### config.mk
export PLATFORM = sky130hd
export DESIGN_NAME = bridge_control
export DESIGN_NICKNAME = d
export VERILOG_FILES = /design/src/rtl/bridge_ctrl_pkg.sv /design/src/rtl/bridge_discard_timer.sv /design/src/rtl/bridge_decode.sv /design/src/rtl/bridge_control.sv
export SDC_FILE = /design/constraint.sdc
export NUM_CORES = 1
export LEC_CHECK = 0
export BUFFER_PORTS_ARGS = -buffer_cell sky130_fd_sc_hd__buf_2
export CAP_MARGIN = 20
export CORE_MARGIN = 4
export CORE_UTILIZATION = 30
export CTS_CLUSTER_SIZE = 8
export DETAILED_ROUTE_END_ITERATION = 12
export PLACE_DENSITY_LB_ADDON = 0.12
export SLEW_MARGIN = 20
export SYNTH_ARGS = -nofsm -noshare
export SYNTH_HDL_FRONTEND = slang
export SYNTH_SLANG_ARGS = --single-unit
### constraint.sdc
create_clock -name CLK_SYS -period 2.6 [get_ports CLK_SYS]
set_input_delay 0.26 -clock CLK_SYS [delete_from_list [all_inputs] [get_ports CLK_SYS]]
set_output_delay 0.26 -clock CLK_SYS [all_outputs]
set_load 0.03 [all_outputs]
### src/rtl/bridge_ctrl_pkg.sv
package bridge_ctrl_pkg;

  // Configuration dword offsets, as byte addresses.
  localparam logic [7:0] OFS_BRIDGE_CONTROL = 8'h3C;
  localparam logic [7:0] OFS_SUBSYSTEM = 8'h40;

  // Bit positions inside the bridge control dword.
  localparam int BIT_PERR_RESP = 16;
  localparam int BIT_SERR_FWD = 17;
  localparam int BIT_ISA = 18;
  localparam int BIT_VGA = 19;
  localparam int BIT_MA_MODE = 21;
  localparam int BIT_SEC_RST = 22;
  localparam int BIT_FAST_B2B = 23;
  localparam int BIT_PTMO_SHORT = 24;
  localparam int BIT_STMO_SHORT = 25;
  localparam int BIT_TMO_STATUS = 26;
  localparam int BIT_TMO_SERR = 27;

  // Reset values of the writable fields.
  localparam logic [15:0] BCTL_RESET = 16'h0000;
  localparam logic [15:0] SSID_RESET = 16'h0000;

  // Discard timer limits in PCI clocks.
  localparam int TMO_LONG_CLKS = 32768;
  localparam logic [15:0] TMO_SHORT_CLKS = 16'h0400;

  // Legacy decode ranges.
  localparam logic [9:0] VGA_IO_A_LO = 10'h3B0;
  localparam logic [9:0] VGA_IO_A_HI = 10'h3BB;
  localparam logic [9:0] VGA_IO_B_LO = 10'h3C0;
  localparam logic [9:0] VGA_IO_B_HI = 10'h3DF;
  localparam logic [31:0] VGA_MEM_LO = 32'h000A0000;
  localparam logic [31:0] VGA_MEM_HI = 32'h000BFFFF;

  // One decoded bus request as seen on either side of the bridge.
  typedef struct packed {
    logic valid;
    logic is_io;
    logic is_mem;
    logic [31:0] addr;
  } xact_s;

  // Master abort report from either initiator interface.
  typedef struct packed {
    logic valid;
    logic delayed;
    logic read;
  } mabort_s;

endpackage : bridge_ctrl_pkg

### src/rtl/bridge_discard_timer.sv
`timescale 1ns/1ns
module bridge_discard_timer
  import bridge_ctrl_pkg::*;
#(
  parameter logic [15:0] LONG_LIMIT = 16'(TMO_LONG_CLKS)
) (
  input wire logic clk,
  input wire logic rst_n,
  input wire logic clr,
  input wire logic head,
  input wire logic retry,
  input wire logic short_sel,
  output logic discard
);

  // Counter and the discard pulse form the whole state.
  typedef struct packed {
    logic [15:0] cnt;
    logic discard;
  } tmr_s;

  tmr_s st_q, st_d;
  logic [15:0] limit;

  assign limit = short_sel ? TMO_SHORT_CLKS : LONG_LIMIT;
  assign discard = st_q.discard;

  // Count only while the completion waits at the head of the queue.
  always_comb begin
    st_d = st_q;
    st_d.discard = 1'b0;
    if (clr || retry || !head || st_q.discard) begin
      // A retry or a discard restarts the count for the next entry.
      st_d.cnt = 16'h0000;
    end else if (st_q.cnt == limit - 16'h0001) begin
      // The initiator never came back in time, so drop the entry.
      st_d.discard = 1'b1;
      st_d.cnt = 16'h0000;
    end else begin
      st_d.cnt = st_q.cnt + 16'h0001;
    end
  end

  // Registers.
  always_ff @(posedge clk) begin
    if (!rst_n) begin
      st_q <= '0;
    end else begin
      st_q <= st_d;
    end
  end

endmodule : bridge_discard_timer

### src/rtl/bridge_decode.sv
`timescale 1ns/1ns
module bridge_decode
  import bridge_ctrl_pkg::*;
(
  input bridge_ctrl_pkg::xact_s pri,
  input bridge_ctrl_pkg::xact_s sec,
  input wire logic [31:0] io_base,
  input wire logic [31:0] io_limit,
  input wire logic isa_mode,
  input wire logic vga_mode,
  input wire logic io_en,
  input wire logic mem_en,
  output logic ds_fwd,
  output logic us_fwd
);

  // Classify one address against the windows and legacy ranges.
  function automatic logic [3:0] classify(input logic [31:0] a, input logic [31:0] lo, input logic [31:0] hi);
    logic in_win;
    logic isa_top;
    logic vga_io;
    logic vga_mem;
    in_win = (a >= lo) && (a <= hi);
    // Upper 768 bytes of a 1KB block inside the first 64KB.
    isa_top = (a[31:16] == 16'h0000) && (a[9:8] != 2'h0);
    // Bits 15:10 take no part in the legacy I/O match.
    vga_io = (a[31:16] == 16'h0000) && (((a[9:0] >= VGA_IO_A_LO) && (a[9:0] <= VGA_IO_A_HI)) ||
             ((a[9:0] >= VGA_IO_B_LO) && (a[9:0] <= VGA_IO_B_HI)));
    vga_mem = (a >= VGA_MEM_LO) && (a <= VGA_MEM_HI);
    return {in_win, isa_top, vga_io, vga_mem};
  endfunction : classify

  logic [3:0] pc;
  logic [3:0] sc;
  logic p_vga;
  logic s_vga;

  assign pc = classify(pri.addr, io_base, io_limit);
  assign sc = classify(sec.addr, io_base, io_limit);
  // Legacy video claims on the primary side only when both space enables are on; the secondary side ignores them.
  assign p_vga = vga_mode && io_en && mem_en && ((pri.is_io && pc[1]) || (pri.is_mem && pc[0]));
  assign s_vga = vga_mode && ((sec.is_io && sc[1]) || (sec.is_mem && sc[0]));

  // Downstream: legacy video first, then the I/O window with ISA holes.
  assign ds_fwd = pri.valid && (p_vga || (pri.is_io && pc[3] && !(isa_mode && pc[2])));
  // Upstream: outside the window, or an ISA alias, but never legacy video.
  assign us_fwd = sec.valid && sec.is_io && !s_vga && (!sc[3] || (isa_mode && sc[2]));

endmodule : bridge_decode

### src/rtl/bridge_control.sv
`timescale 1ns/1ns
// Behaviour
// - Parity response off silences secondary parity reporting.
// - Parity response on enables PERR and SERR.
// - Forward secondary SERR upstream when enabled.
// - ISA off forwards whole I/O window.
// - ISA on ignores upper 768 aliases downstream.
// - ISA on forwards upper 768 aliases upstream.
// - VGA on claims legacy video memory.
// - VGA on claims legacy video I/O.
// - VGA needs space enables; ignored on secondary.
// - VGA off only window decode applies.
// - Abort mode off completes with all ones.
// - Abort mode on gives target abort, SERR.
// - Bit 22 drives secondary reset directly.
// - No fast back-to-back; bit reads zero.
// - Primary discard timer, long or short limit.
// - Secondary discard timer, same selectable limits.
// - Discard sets status; write one clears.
// - Discard raises SERR when enabled.
// - Reserved bridge control bits read zero.
// - Writable subsystem vendor and subsystem identifiers.
// - Chip reset request sets secondary reset.
module bridge_control
  import bridge_ctrl_pkg::*;
#(
  parameter logic [15:0] TMO_LONG = 16'(TMO_LONG_CLKS)
) (
  input wire logic CLK_SYS,
  input wire logic RST_N,
  input wire logic CFG_WR,
  input wire logic CFG_RD,
  input wire logic [7:0] CFG_ADDR,
  input wire logic [3:0] CFG_BE,
  input wire logic [31:0] CFG_WDATA,
  output logic [31:0] CFG_RDATA,
  input wire logic CMD_SERR_EN,
  input wire logic CMD_IO_EN,
  input wire logic CMD_MEM_EN,
  input wire logic CHIP_RST_REQ,
  input wire logic SEC_DATA_PERR,
  input wire logic SEC_DATA_PERR_AS_MASTER,
  input wire logic SEC_ADDR_PERR,
  input wire logic SECONDARY_SYSTEM_ERROR_IN_N,
  input bridge_ctrl_pkg::mabort_s MABORT,
  input wire logic [1:0] HEAD_VALID,
  input wire logic [1:0] RETRY_SEEN,
  input bridge_ctrl_pkg::xact_s PRI_XACT,
  input bridge_ctrl_pkg::xact_s SEC_XACT,
  input wire logic [31:0] IO_BASE,
  input wire logic [31:0] IO_LIMIT,
  output logic SECONDARY_PARITY_ERROR_OUT_N,
  output logic SECONDARY_PARITY_ERROR_OUT_OE,
  output logic PRIMARY_SYSTEM_ERROR_OUT_N,
  output logic PRIMARY_SYSTEM_ERROR_OUT_OE,
  output logic DATA_PARITY_REPORTED,
  output logic SEC_RST_OUT_N,
  output logic SEC_IF_RESET,
  output logic FAST_B2B_GEN,
  output logic MA_COMPLETE_TRDY,
  output logic MA_ALL_ONES,
  output logic MA_TARGET_ABORT,
  output logic [1:0] DISCARD,
  output logic DS_FORWARD,
  output logic US_FORWARD
);

  import bridge_ctrl_pkg::*;

  // Whole register state of the block, filled by one process below.
  typedef struct packed {
    logic perr_resp;
    logic serr_fwd;
    logic isa_mode;
    logic vga_mode;
    logic ma_mode;
    logic sec_rst;
    logic ptmo_short;
    logic stmo_short;
    logic tmo_status;
    logic tmo_serr;
    logic [15:0] ssvid;
    logic [15:0] ssid;
    logic [31:0] rdata;
    logic [1:0] serr_sync;
    logic serr_prev;
    logic perr_drive;
    logic dpr;
    logic serr_drive;
    logic ma_trdy;
    logic ma_ones;
    logic ma_tabort;
    logic [1:0] discard;
    logic ds_fwd;
    logic us_fwd;
  } ctrl_s;

  ctrl_s st_q, st_d;
  logic [1:0] tmr_discard; // Discard pulses straight from the timers.
  logic ds_raw; // Combinational downstream claim.
  logic us_raw; // Combinational upstream claim.
  logic bctl_hit; // Access targets the bridge control dword.
  logic ssid_hit; // Access targets the subsystem identifier dword.
  logic sserr_edge; // New assertion seen on the secondary SERR input.
  logic [15:0] bctl_rd; // Bridge control field as software reads it.

  assign bctl_hit = (CFG_ADDR == OFS_BRIDGE_CONTROL);
  assign ssid_hit = (CFG_ADDR == OFS_SUBSYSTEM);
  // Only the second synchroniser stage and its delayed copy are used here.
  assign sserr_edge = !st_q.serr_sync[1] && st_q.serr_prev;

  // Reserved bits 20 and 31:28 and fast back-to-back bit 23 are tied low.
  assign bctl_rd = {4'h0, st_q.tmo_serr, st_q.tmo_status, st_q.stmo_short, st_q.ptmo_short, 1'b0,
                    st_q.sec_rst, st_q.ma_mode, 1'b0, st_q.vga_mode, st_q.isa_mode, st_q.serr_fwd,
                    st_q.perr_resp};

  // The two delayed-completion timers share one design.
  genvar g;
  generate
    for (g = 0; g < 2; g++) begin : g_tmr
      bridge_discard_timer #(
        .LONG_LIMIT(TMO_LONG)
      ) u_tmr (
        .clk(CLK_SYS),
        .rst_n(RST_N),
        .clr(st_q.sec_rst),
        .head(HEAD_VALID[g]),
        .retry(RETRY_SEEN[g]),
        .short_sel((g == 0) ? st_q.ptmo_short : st_q.stmo_short),
        .discard(tmr_discard[g])
      );
    end
  endgenerate

  // Address decode for both buses.
  bridge_decode u_dec (
    .pri(PRI_XACT),
    .sec(SEC_XACT),
    .io_base(IO_BASE),
    .io_limit(IO_LIMIT),
    .isa_mode(st_q.isa_mode),
    .vga_mode(st_q.vga_mode),
    .io_en(CMD_IO_EN),
    .mem_en(CMD_MEM_EN),
    .ds_fwd(ds_raw),
    .us_fwd(us_raw)
  );

  // Next-state logic for registers, error reporting and abort handling.
  always_comb begin
    st_d = st_q;
    // Two-stage synchroniser for the asynchronous secondary SERR pin.
    st_d.serr_sync = {st_q.serr_sync[0], SECONDARY_SYSTEM_ERROR_IN_N};
    st_d.serr_prev = st_q.serr_sync[1];
    // Bridge control writes; each byte lane is honoured on its own.
    if (CFG_WR && bctl_hit) begin
      if (CFG_BE[2]) begin
        st_d.perr_resp = CFG_WDATA[BIT_PERR_RESP];
        st_d.serr_fwd = CFG_WDATA[BIT_SERR_FWD];
        st_d.isa_mode = CFG_WDATA[BIT_ISA];
        st_d.vga_mode = CFG_WDATA[BIT_VGA];
        st_d.ma_mode = CFG_WDATA[BIT_MA_MODE];
        st_d.sec_rst = CFG_WDATA[BIT_SEC_RST];
      end
      if (CFG_BE[3]) begin
        st_d.ptmo_short = CFG_WDATA[BIT_PTMO_SHORT];
        st_d.stmo_short = CFG_WDATA[BIT_STMO_SHORT];
        st_d.tmo_serr = CFG_WDATA[BIT_TMO_SERR];
        // Writing one clears the status; zero leaves it alone.
        if (CFG_WDATA[BIT_TMO_STATUS]) begin
          st_d.tmo_status = 1'b0;
        end
      end
    end
    // Subsystem identifiers, one byte lane at a time.
    if (CFG_WR && ssid_hit) begin
      if (CFG_BE[0]) begin
        st_d.ssvid[7:0] = CFG_WDATA[7:0];
      end
      if (CFG_BE[1]) begin
        st_d.ssvid[15:8] = CFG_WDATA[15:8];
      end
      if (CFG_BE[2]) begin
        st_d.ssid[7:0] = CFG_WDATA[23:16];
      end
      if (CFG_BE[3]) begin
        st_d.ssid[15:8] = CFG_WDATA[31:24];
      end
    end
    // A chip reset request forces secondary reset until software clears it.
    if (CHIP_RST_REQ) begin
      st_d.sec_rst = 1'b1;
    end
    // A discard in the same cycle as a clear still sets the status.
    if (tmr_discard != 2'b00) begin
      st_d.tmo_status = 1'b1;
    end
    // Read data is registered; unmapped offsets read as zero.
    if (CFG_RD && bctl_hit) begin
      st_d.rdata = {bctl_rd, 16'h0000};
    end else if (CFG_RD && ssid_hit) begin
      st_d.rdata = {st_q.ssid, st_q.ssvid};
    end else begin
      st_d.rdata = 32'h00000000;
    end
    // Secondary PERR is driven low for one clock per reported data error.
    st_d.perr_drive = SEC_DATA_PERR && st_q.perr_resp;
    st_d.dpr = SEC_DATA_PERR && SEC_DATA_PERR_AS_MASTER && st_q.perr_resp;
    // Primary SERR gathers every enabled system error source.
    st_d.serr_drive = CMD_SERR_EN && (
      (SEC_ADDR_PERR && st_q.perr_resp) ||
      (sserr_edge && st_q.serr_fwd) ||
      (MABORT.valid && !MABORT.delayed && st_q.ma_mode) ||
      ((tmr_discard != 2'b00) && st_q.tmo_serr));
    // Master abort outcome for delayed transactions.
    st_d.ma_trdy = MABORT.valid && MABORT.delayed && !st_q.ma_mode;
    st_d.ma_ones = MABORT.valid && MABORT.delayed && MABORT.read && !st_q.ma_mode;
    st_d.ma_tabort = MABORT.valid && MABORT.delayed && st_q.ma_mode;
    st_d.discard = tmr_discard;
    // Claims are cut off while the secondary side is held in reset.
    st_d.ds_fwd = ds_raw && !st_q.sec_rst;
    st_d.us_fwd = us_raw && !st_q.sec_rst;
  end

  // One register for the whole state; the synchroniser idles high.
  always_ff @(posedge CLK_SYS) begin
    if (!RST_N) begin
      st_q <= '0;
      st_q.serr_sync <= 2'b11;
      st_q.serr_prev <= 1'b1;
    end else begin
      st_q <= st_d;
    end
  end

  // Outputs all come from the state register, except FAST_B2B_GEN, which is tied low.
  assign CFG_RDATA = st_q.rdata;
  assign SECONDARY_PARITY_ERROR_OUT_N = !st_q.perr_drive;
  assign SECONDARY_PARITY_ERROR_OUT_OE = st_q.perr_drive;
  assign PRIMARY_SYSTEM_ERROR_OUT_N = !st_q.serr_drive;
  assign PRIMARY_SYSTEM_ERROR_OUT_OE = st_q.serr_drive;
  assign DATA_PARITY_REPORTED = st_q.dpr;
  assign SEC_RST_OUT_N = !st_q.sec_rst;
  assign SEC_IF_RESET = st_q.sec_rst;
  assign FAST_B2B_GEN = 1'b0;
  assign MA_COMPLETE_TRDY = st_q.ma_trdy;
  assign MA_ALL_ONES = st_q.ma_ones;
  assign MA_TARGET_ABORT = st_q.ma_tabort;
  assign DISCARD = st_q.discard;
  assign DS_FORWARD = st_q.ds_fwd;
  assign US_FORWARD = st_q.us_fwd;
endmodule : bridge_control

After elaboration in Yosys (flattened, before gate mapping)
Index checks and enable logic that the tools add are counted.
{ "classes": {"bitwise_logic": 2, "n_addsub": 4, "shifts": 0, "eq_ne": 4, "n_reduce_logical": 98, "div": 0, "mux": 12, "mul": 0, "order_cmp": 16} }
{ "ops": {"columns": ["cell", "count"], "rows": [
  ["greater-or-equal comparator 32 x 20 -> 1 bit, second input constant", 2],
  ["greater-or-equal comparator 32 bit", 2],
  ["<= comparator 32 x 20 -> 1 bit, second input constant", 2],
  ["<= comparator 32 bit", 2],
  ["two-way mux 28 bit", 2],
  ["logical AND 1 bit", 49],
  ["greater-or-equal comparator 10 bit, second input constant", 4],
  ["<= comparator 10 bit, second input constant", 4],
  ["adder 16 x 1 -> 16 bit, second input constant", 2],
  ["== test 16 bit", 2],
  ["zero test 16 bit", 2],
  ["two-way mux 16 bit", 2],
  ["subtractor 16 x 1 -> 16 bit, second input constant", 2],
  ["nonzero test 2 bit", 8],
  ["logical OR 1 bit", 15],
  ["AND reduction 2 bit", 7],
  ["zero test 1 bit", 11],
  ["OR reduction 3 bit", 3],
  ["== test 8 x 6 -> 1 bit, second input constant", 1],
  ["== test 8 x 7 -> 1 bit, second input constant", 1],
  ["two-way mux 1 bit", 6],
  ["two-way mux 5 bit", 1],
  ["two-way mux 4 bit", 1],
  ["OR reduction 2 bit", 2],
  ["2 further kinds", 3]
]} }
{ "totals": {"ramBits": 0, "mem_bits_ro": 0, "latchBits": 0, "n_memories": 0, "out_inout_bits": 47, "register_bits": 121, "wordCells": 167} }

Logic depth before layout (Yosys ltp)
{ "depth": {"ltp_word": 11, "depth_mapped": 9, "depth_no_buf": 9} }

Cells and area by module
A second synthesis with hierarchy kept.
{ "hier_totals": {"cells_unflattened": 908, "area_unflattened_um2": 8023.9} }
{ "by_module_without_submodules": {"columns": ["module", "n_inst", "cells_each", "area_per_inst_um2"], "rows": [
  ["bridge_control", 1, 321, 3250.6],
  ["bridge_decode", 1, 419, 3181.8],
  ["bridge_discard_timer", 2, 84, 795.8]
]} }

Least setup slack after synthesis
OpenSTA, ideal clock, no wires.
{ "synth_timing": {"path_type": "input to register", "from": "input IO_LIMIT[25]", "to": "register st_q, in the netlist DS_FORWARD", "setup_ns": 0.066, "cell_stages": 8, "t_arrival_ns": 1.842, "path_slack_ns": 0.692, "path_buffers": 0, "cell_sequence": "inv_1 ha_1 and4_1 or4b_4 nor3_2 nand2_1 a211o_1 a21oi_2"} }
{ "synth_between": {"elab_chain_len": 7} }
{ "synth_lines": {"columns": ["item", "line_no", "source"], "rows": [
  ["start: declaration", "bridge_control.sv:51", "input wire logic [31:0] IO_LIMIT,"],
  ["<= comparator 32 bit", "bridge_decode.sv:23", "in_win = (a >= lo) && (a <= hi);"],
  ["logical AND 1 bit", "bridge_decode.sv:23", null],
  ["logical AND 1 bit (2 in series)", "bridge_decode.sv:45", "assign ds_fwd = pri.valid && (p_vga || (pri.is_io && pc[3] && !(isa_mode && pc[2])));"],
  ["logical OR 1 bit", "bridge_decode.sv:45", null],
  ["logical AND 1 bit", "bridge_decode.sv:45", null],
  ["logical AND 1 bit", "bridge_control.sv:221", "st_d.ds_fwd = ds_raw && !st_q.sec_rst;"],
  ["end signal: assignment", "bridge_control.sv:232", "st_q <= st_d;"],
  ["end: declaration", "bridge_control.sv:98", "ctrl_s st_q, st_d;"]
]} }
Every way passes these cells.
A chain may end at the register's enable or synchronous reset.

Worst setup path in the final report
{ "layout_timing": {"from": "register g_tmr[1].u_tmr.st_q[4] in the netlist's numbering", "to": "register g_tmr[1].u_tmr.st_q[10] in the netlist's numbering"} }
{ "layout_between": {"elab_chain_len": 2, "elab_cells_between_ends": 3} }
{ "layout_lines": {"columns": ["item", "line_no", "source"], "rows": [
  ["start: declaration", "bridge_discard_timer.sv:22", "tmr_s st_q, st_d;"],
  ["start signal: assignment", "bridge_discard_timer.sv:49", "st_q <= st_d;"],
  ["parallel branches: the longest is 2 deep, another holds adder 16 x 1 -> 16 bit", null, null]
]} }
Several ways; the timed one is not identified.

==> results.md <==
Synthesis:
- After synthesis, the mean cell area works out to 8.78 sq um.
- The area of the mapped netlist is 7800 sq um.
- The total of flip-flops plus latches after synthesis is ~120.
- For this run, the leading register cell type out of synthesis is sky130_fd_sc_hd__dfxtp_1.
- The count of unique library cells instantiated by Yosys is 54.
- Of all flip-flops after synthesis, the portion carrying an async set or reset was 0%.
- Counting every net in the synthesized netlist gives roughly 1,200.
- The synthesized design spends more area on one cell type than any other, namely sky130_fd_sc_hd__dfxtp_1.
- After synthesis, the cell types taking the most area are sky130_fd_sc_hd__dfxtp_1 (31%), sky130_fd_sc_hd__ha_1 (21%), sky130_fd_sc_hd__mux2i_1 (5.0%).
- After synthesis, the largest area contributor takes up 31.1% of total cell area.
- The share of the Yosys chip area taken by registers is 31.1%.
- The number of enable flip-flop cells after synthesis is 0.
- sky130_fd_sc_hd__ha_1 is the most common cell in the netlist.
- Counting every instance in the synthesized netlist gives 888.
- Yosys printed 0 warnings.
- Ranked by instance count, the synthesized netlist is headed by sky130_fd_sc_hd__ha_1 (130), sky130_fd_sc_hd__dfxtp_1 (121), sky130_fd_sc_hd__inv_1 (76), sky130_fd_sc_hd__nor2_1 (64), sky130_fd_sc_hd__nand2_1 (53).

Floorplanning:
- The total number of placement rows is 58.
- The y dimension of the die is 169 um.
- The floorplan step defined a die boundary enclosing ~29,000 sq um.
- The chip width is 169 um.
- The count of pins on the block boundary is between 200 and 250.
- The core region is 25,400 sq um.
- The initial core utilization is 30.7%.

Drt:
- The detailed router finished its first iteration with 355 violations.
- In the final routed layout, each cell accounts on average for ~16 um.
- The final wirelength is 22,800 um.
- The count of nets left with antenna violations after detail routing is 0.
- The number of search-and-repair iterations in the first detailed-routing pass is 4.
- Dividing the detail-routed via count by the number of cells gives 4.61.
- After detailed routing, the number of remaining DRC violations is 0.
- For this block, the via count after detailed routing is between 6,000 and 7,000.

Clocking:
- The buffer type at the clock tree root is sky130_fd_sc_hd__clkbuf_16.
- The latest clock arrival within the worst-skew pair is 410 ps.
- Counting the buffers created by CTS gives 17.
- The H-tree was split into 4 levels.
- The CTS clock-pin slew for the worst setup and hold paths is 60 ps.
- The clock tree from TritonCTS is yes.
- The total number of clock tree sinks is 121.
- The clock passes through at most 2 buffers.
- The buffers inserted during post-CTS setup optimization is 0.
- The total of hold buffers inserted after clock tree synthesis is 0.
- After clock tree synthesis, the repair step resized 0 gates.

Power:
- In this run the power density over the cells is 517 nW/um^2.
- The analysis attributes to cell leakage a power of 4.93 nW.
- The peak supply drop is 0.358 mV.
- The total power is slightly above 5 mW.

Global route:
- Global routing consumed, over all layers together, 15.5% of the routing resources.
- The first-pass GRT wire length is roughly 35,000 um.
- After global routing the overflow that remains totals 0.
- The maximum number of pins on one net before global-route repair is 78.
- The number of global-route vias before repair came to between 6,000 and 7,000.
- The initial antenna violation count is 1.

Finish:
- The number of nets in the final layout is 1,427.
- The number of filler cells placed in the layout is 2,700.
- The area of the multi-input gates is about 4700 sq um.
- The sequential cell area is 2420 sq um.
- The area growth from synthesis to layout is 24.7%.
- The post-route standard cell area excluding fillers is 9730 sq um.
- In the final layout, the share of cells above drive strength 1 is 25.6%.

Run:
- The tool flagged a number of max-cap violations equal to 0.

Timing:
- Setup repair after global routing left no endpoint under its margin.
- Setup total negative slack on the finished layout was measured at 0 ps.
- The setup violation total in the final timing report is 0.
- The hold violation count in the final report came to 0.
- Static timing analysis puts the maximum clock frequency at 532 MHz.
- The relative slew slack is 55.2%.
- The period utilization is slightly above 70%.
- The final worst setup slack is 721 ps.
- The final-report max-slew violation count is 0.
- Between clock sinks in the finished design, the worst skew comes to approximately 7.2 ps.
- At the pin with the least slew margin, the transition time is 671 ps.
- The time the final worst path needs with I/O delays and setup is approximately 1900 ps.

Hold path:
- The class of the tightest hold or removal check is input port to flip-flop.

Setup path:
- The endpoint kind of the worst setup timing path is a flip-flop.
- The critical path class is flip-flop to flip-flop.
- Data on the critical path arrives at its endpoint at approximately 2200 ps.
- The launching element type of the critical path is a flip-flop.
- At the worst endpoint, the required time is 2900 ps.
- The critical-path maximum fanout is 16.

Placement:
- The count of buffers inserted at the top-level ports is 242.
- The wire-length estimate of the detail-placed layout is 19,000 um.
- Summing all placed instances gives a cell area of roughly 9000 sq um.
- The setup slack after placement is 348 ps.
- The congestion estimate from routability-driven global placement came to 0.853.

Run status:
- The run finished with clean final reports.
## worst paths after layout
check                              startpoint                       to  slack [ps]  cells after the start
setup reg to reg       g_tmr[1].u_tmr.st_q[4]  g_tmr[1].u_tmr.st_q[10]         720                      7
hold reg to reg                      st_d[12]                 st_d[10]         410                      1
hold / removal    SECONDARY_SYSTEM_ERROR_IN_N                 st_d[12]          30                      2
setup / recovery       g_tmr[1].u_tmr.st_q[4]  g_tmr[1].u_tmr.st_q[10]         720                      7
## layout by cell type, fill, tap and decap left out, drive strengths merged, types with 4 or more instances in the layout
| master | instances |
|---|---|
| buf | 246 |
| ha | 130 |
| dfxtp | 121 |
| inv | 78 |
| nor2 | 64 |
| nand2 | 53 |
| a21oi | 50 |
| nor2b | 48 |
| mux2i | 39 |
| and3 | 36 |
| nand4 | 29 |
| nand3 | 27 |
| o21ai | 21 |
| clkbuf | 19 |
| xor2 | 17 |
| nor3 | 14 |
| xnor2 | 11 |
| nor4 | 8 |
| and2 | 8 |
| a22o | 7 |
| nand2b | 7 |
| and4 | 6 |
| a21o | 6 |
| clkinv | 6 |
| a22oi | 5 |
| a31oi | 5 |
| a211oi | 4 |
| o211ai | 4 |
| or4 | 4 |
## flip-flops by register name, indices dropped and copies added, names as in the netlist, 2 cells and up
name,count
st_q,33
st_d,2
g_tmr.u_tmr.st_q,32
CFG_RDATA,32
g_tmr.u_tmr.discard,2
bctl_rd,9
DISCARD,2
## where the power goes
| part | total [mW] | internal (mW) | switching (mW) |
|---|---|---|---|
| registers | 1.87 | 1.86 | 0.00447 |
| logic | 0.721 | 0.324 | 0.397 |
| clock network | 2.45 | 1.57 | 0.882 |
| total | 5.03 | 3.75 | 1.28 |
## metrics by stage
| stage | std cells | hold slack (ps) | utilization, % |
|---|---|---|---|
| after floorplan | 888 | 361 | - |
| after global routing | 1444 | 13.7 | 38.3 |
| after CTS | 1443 | 4.83 | 38.3 |
| after global placement | 1411 | 389 | 35.8 |
| final | 1444 | 28.6 | 38.3 |
| after detailed placement | 1411 | 394 | 35.8 |
## routing by layer
metal	vias up	GRT usage [%]	share of wire [%]
li1	3532	-	-
met5	-	0	0
met4	0	3.82	1.2
met3	17	2.98	4.2
met1	2981	21.3	48
met2	134	25.3	46
## cells by family (layout without fill, tap and decap cells)
logic type               after synthesis  after routing  synth area share [%]
other                                  1              2                0.0481
AND/OR/NAND/NOR                      311            311                  21.1
adder cells (fa/ha/maj)              130            130                  20.9
AO/OA/AOI/OAI                        128            128                  10.5
flip-flops                           121            121                  31.1
XOR/XNOR                              28             28                  3.14
multiplexers                          40             40                  5.15
buffers and inverters                129            354                  8.13
## final cells by class
cell class,instances,share of cell area [%]
diodes,1,0.0257
clock buffers,19,4.66
clock inverters,13,1.72
inverters,76,2.93
multi-input cells,638,48.8
flip-flops and latches,121,24.9
well taps,330,4.24
repair buffers,246,12.8
## critical path, stage by stage (launching register included)
cell	delay (ps)
sky130_fd_sc_hd__dfxtp_1	400
sky130_fd_sc_hd__and4_1	260
sky130_fd_sc_hd__and3_1	210
sky130_fd_sc_hd__nand4_1	220
sky130_fd_sc_hd__nor3_1	250
sky130_fd_sc_hd__nand2b_1	140
sky130_fd_sc_hd__buf_4	210
sky130_fd_sc_hd__nor2_1	80
Power figures use the tool's default switching activity.
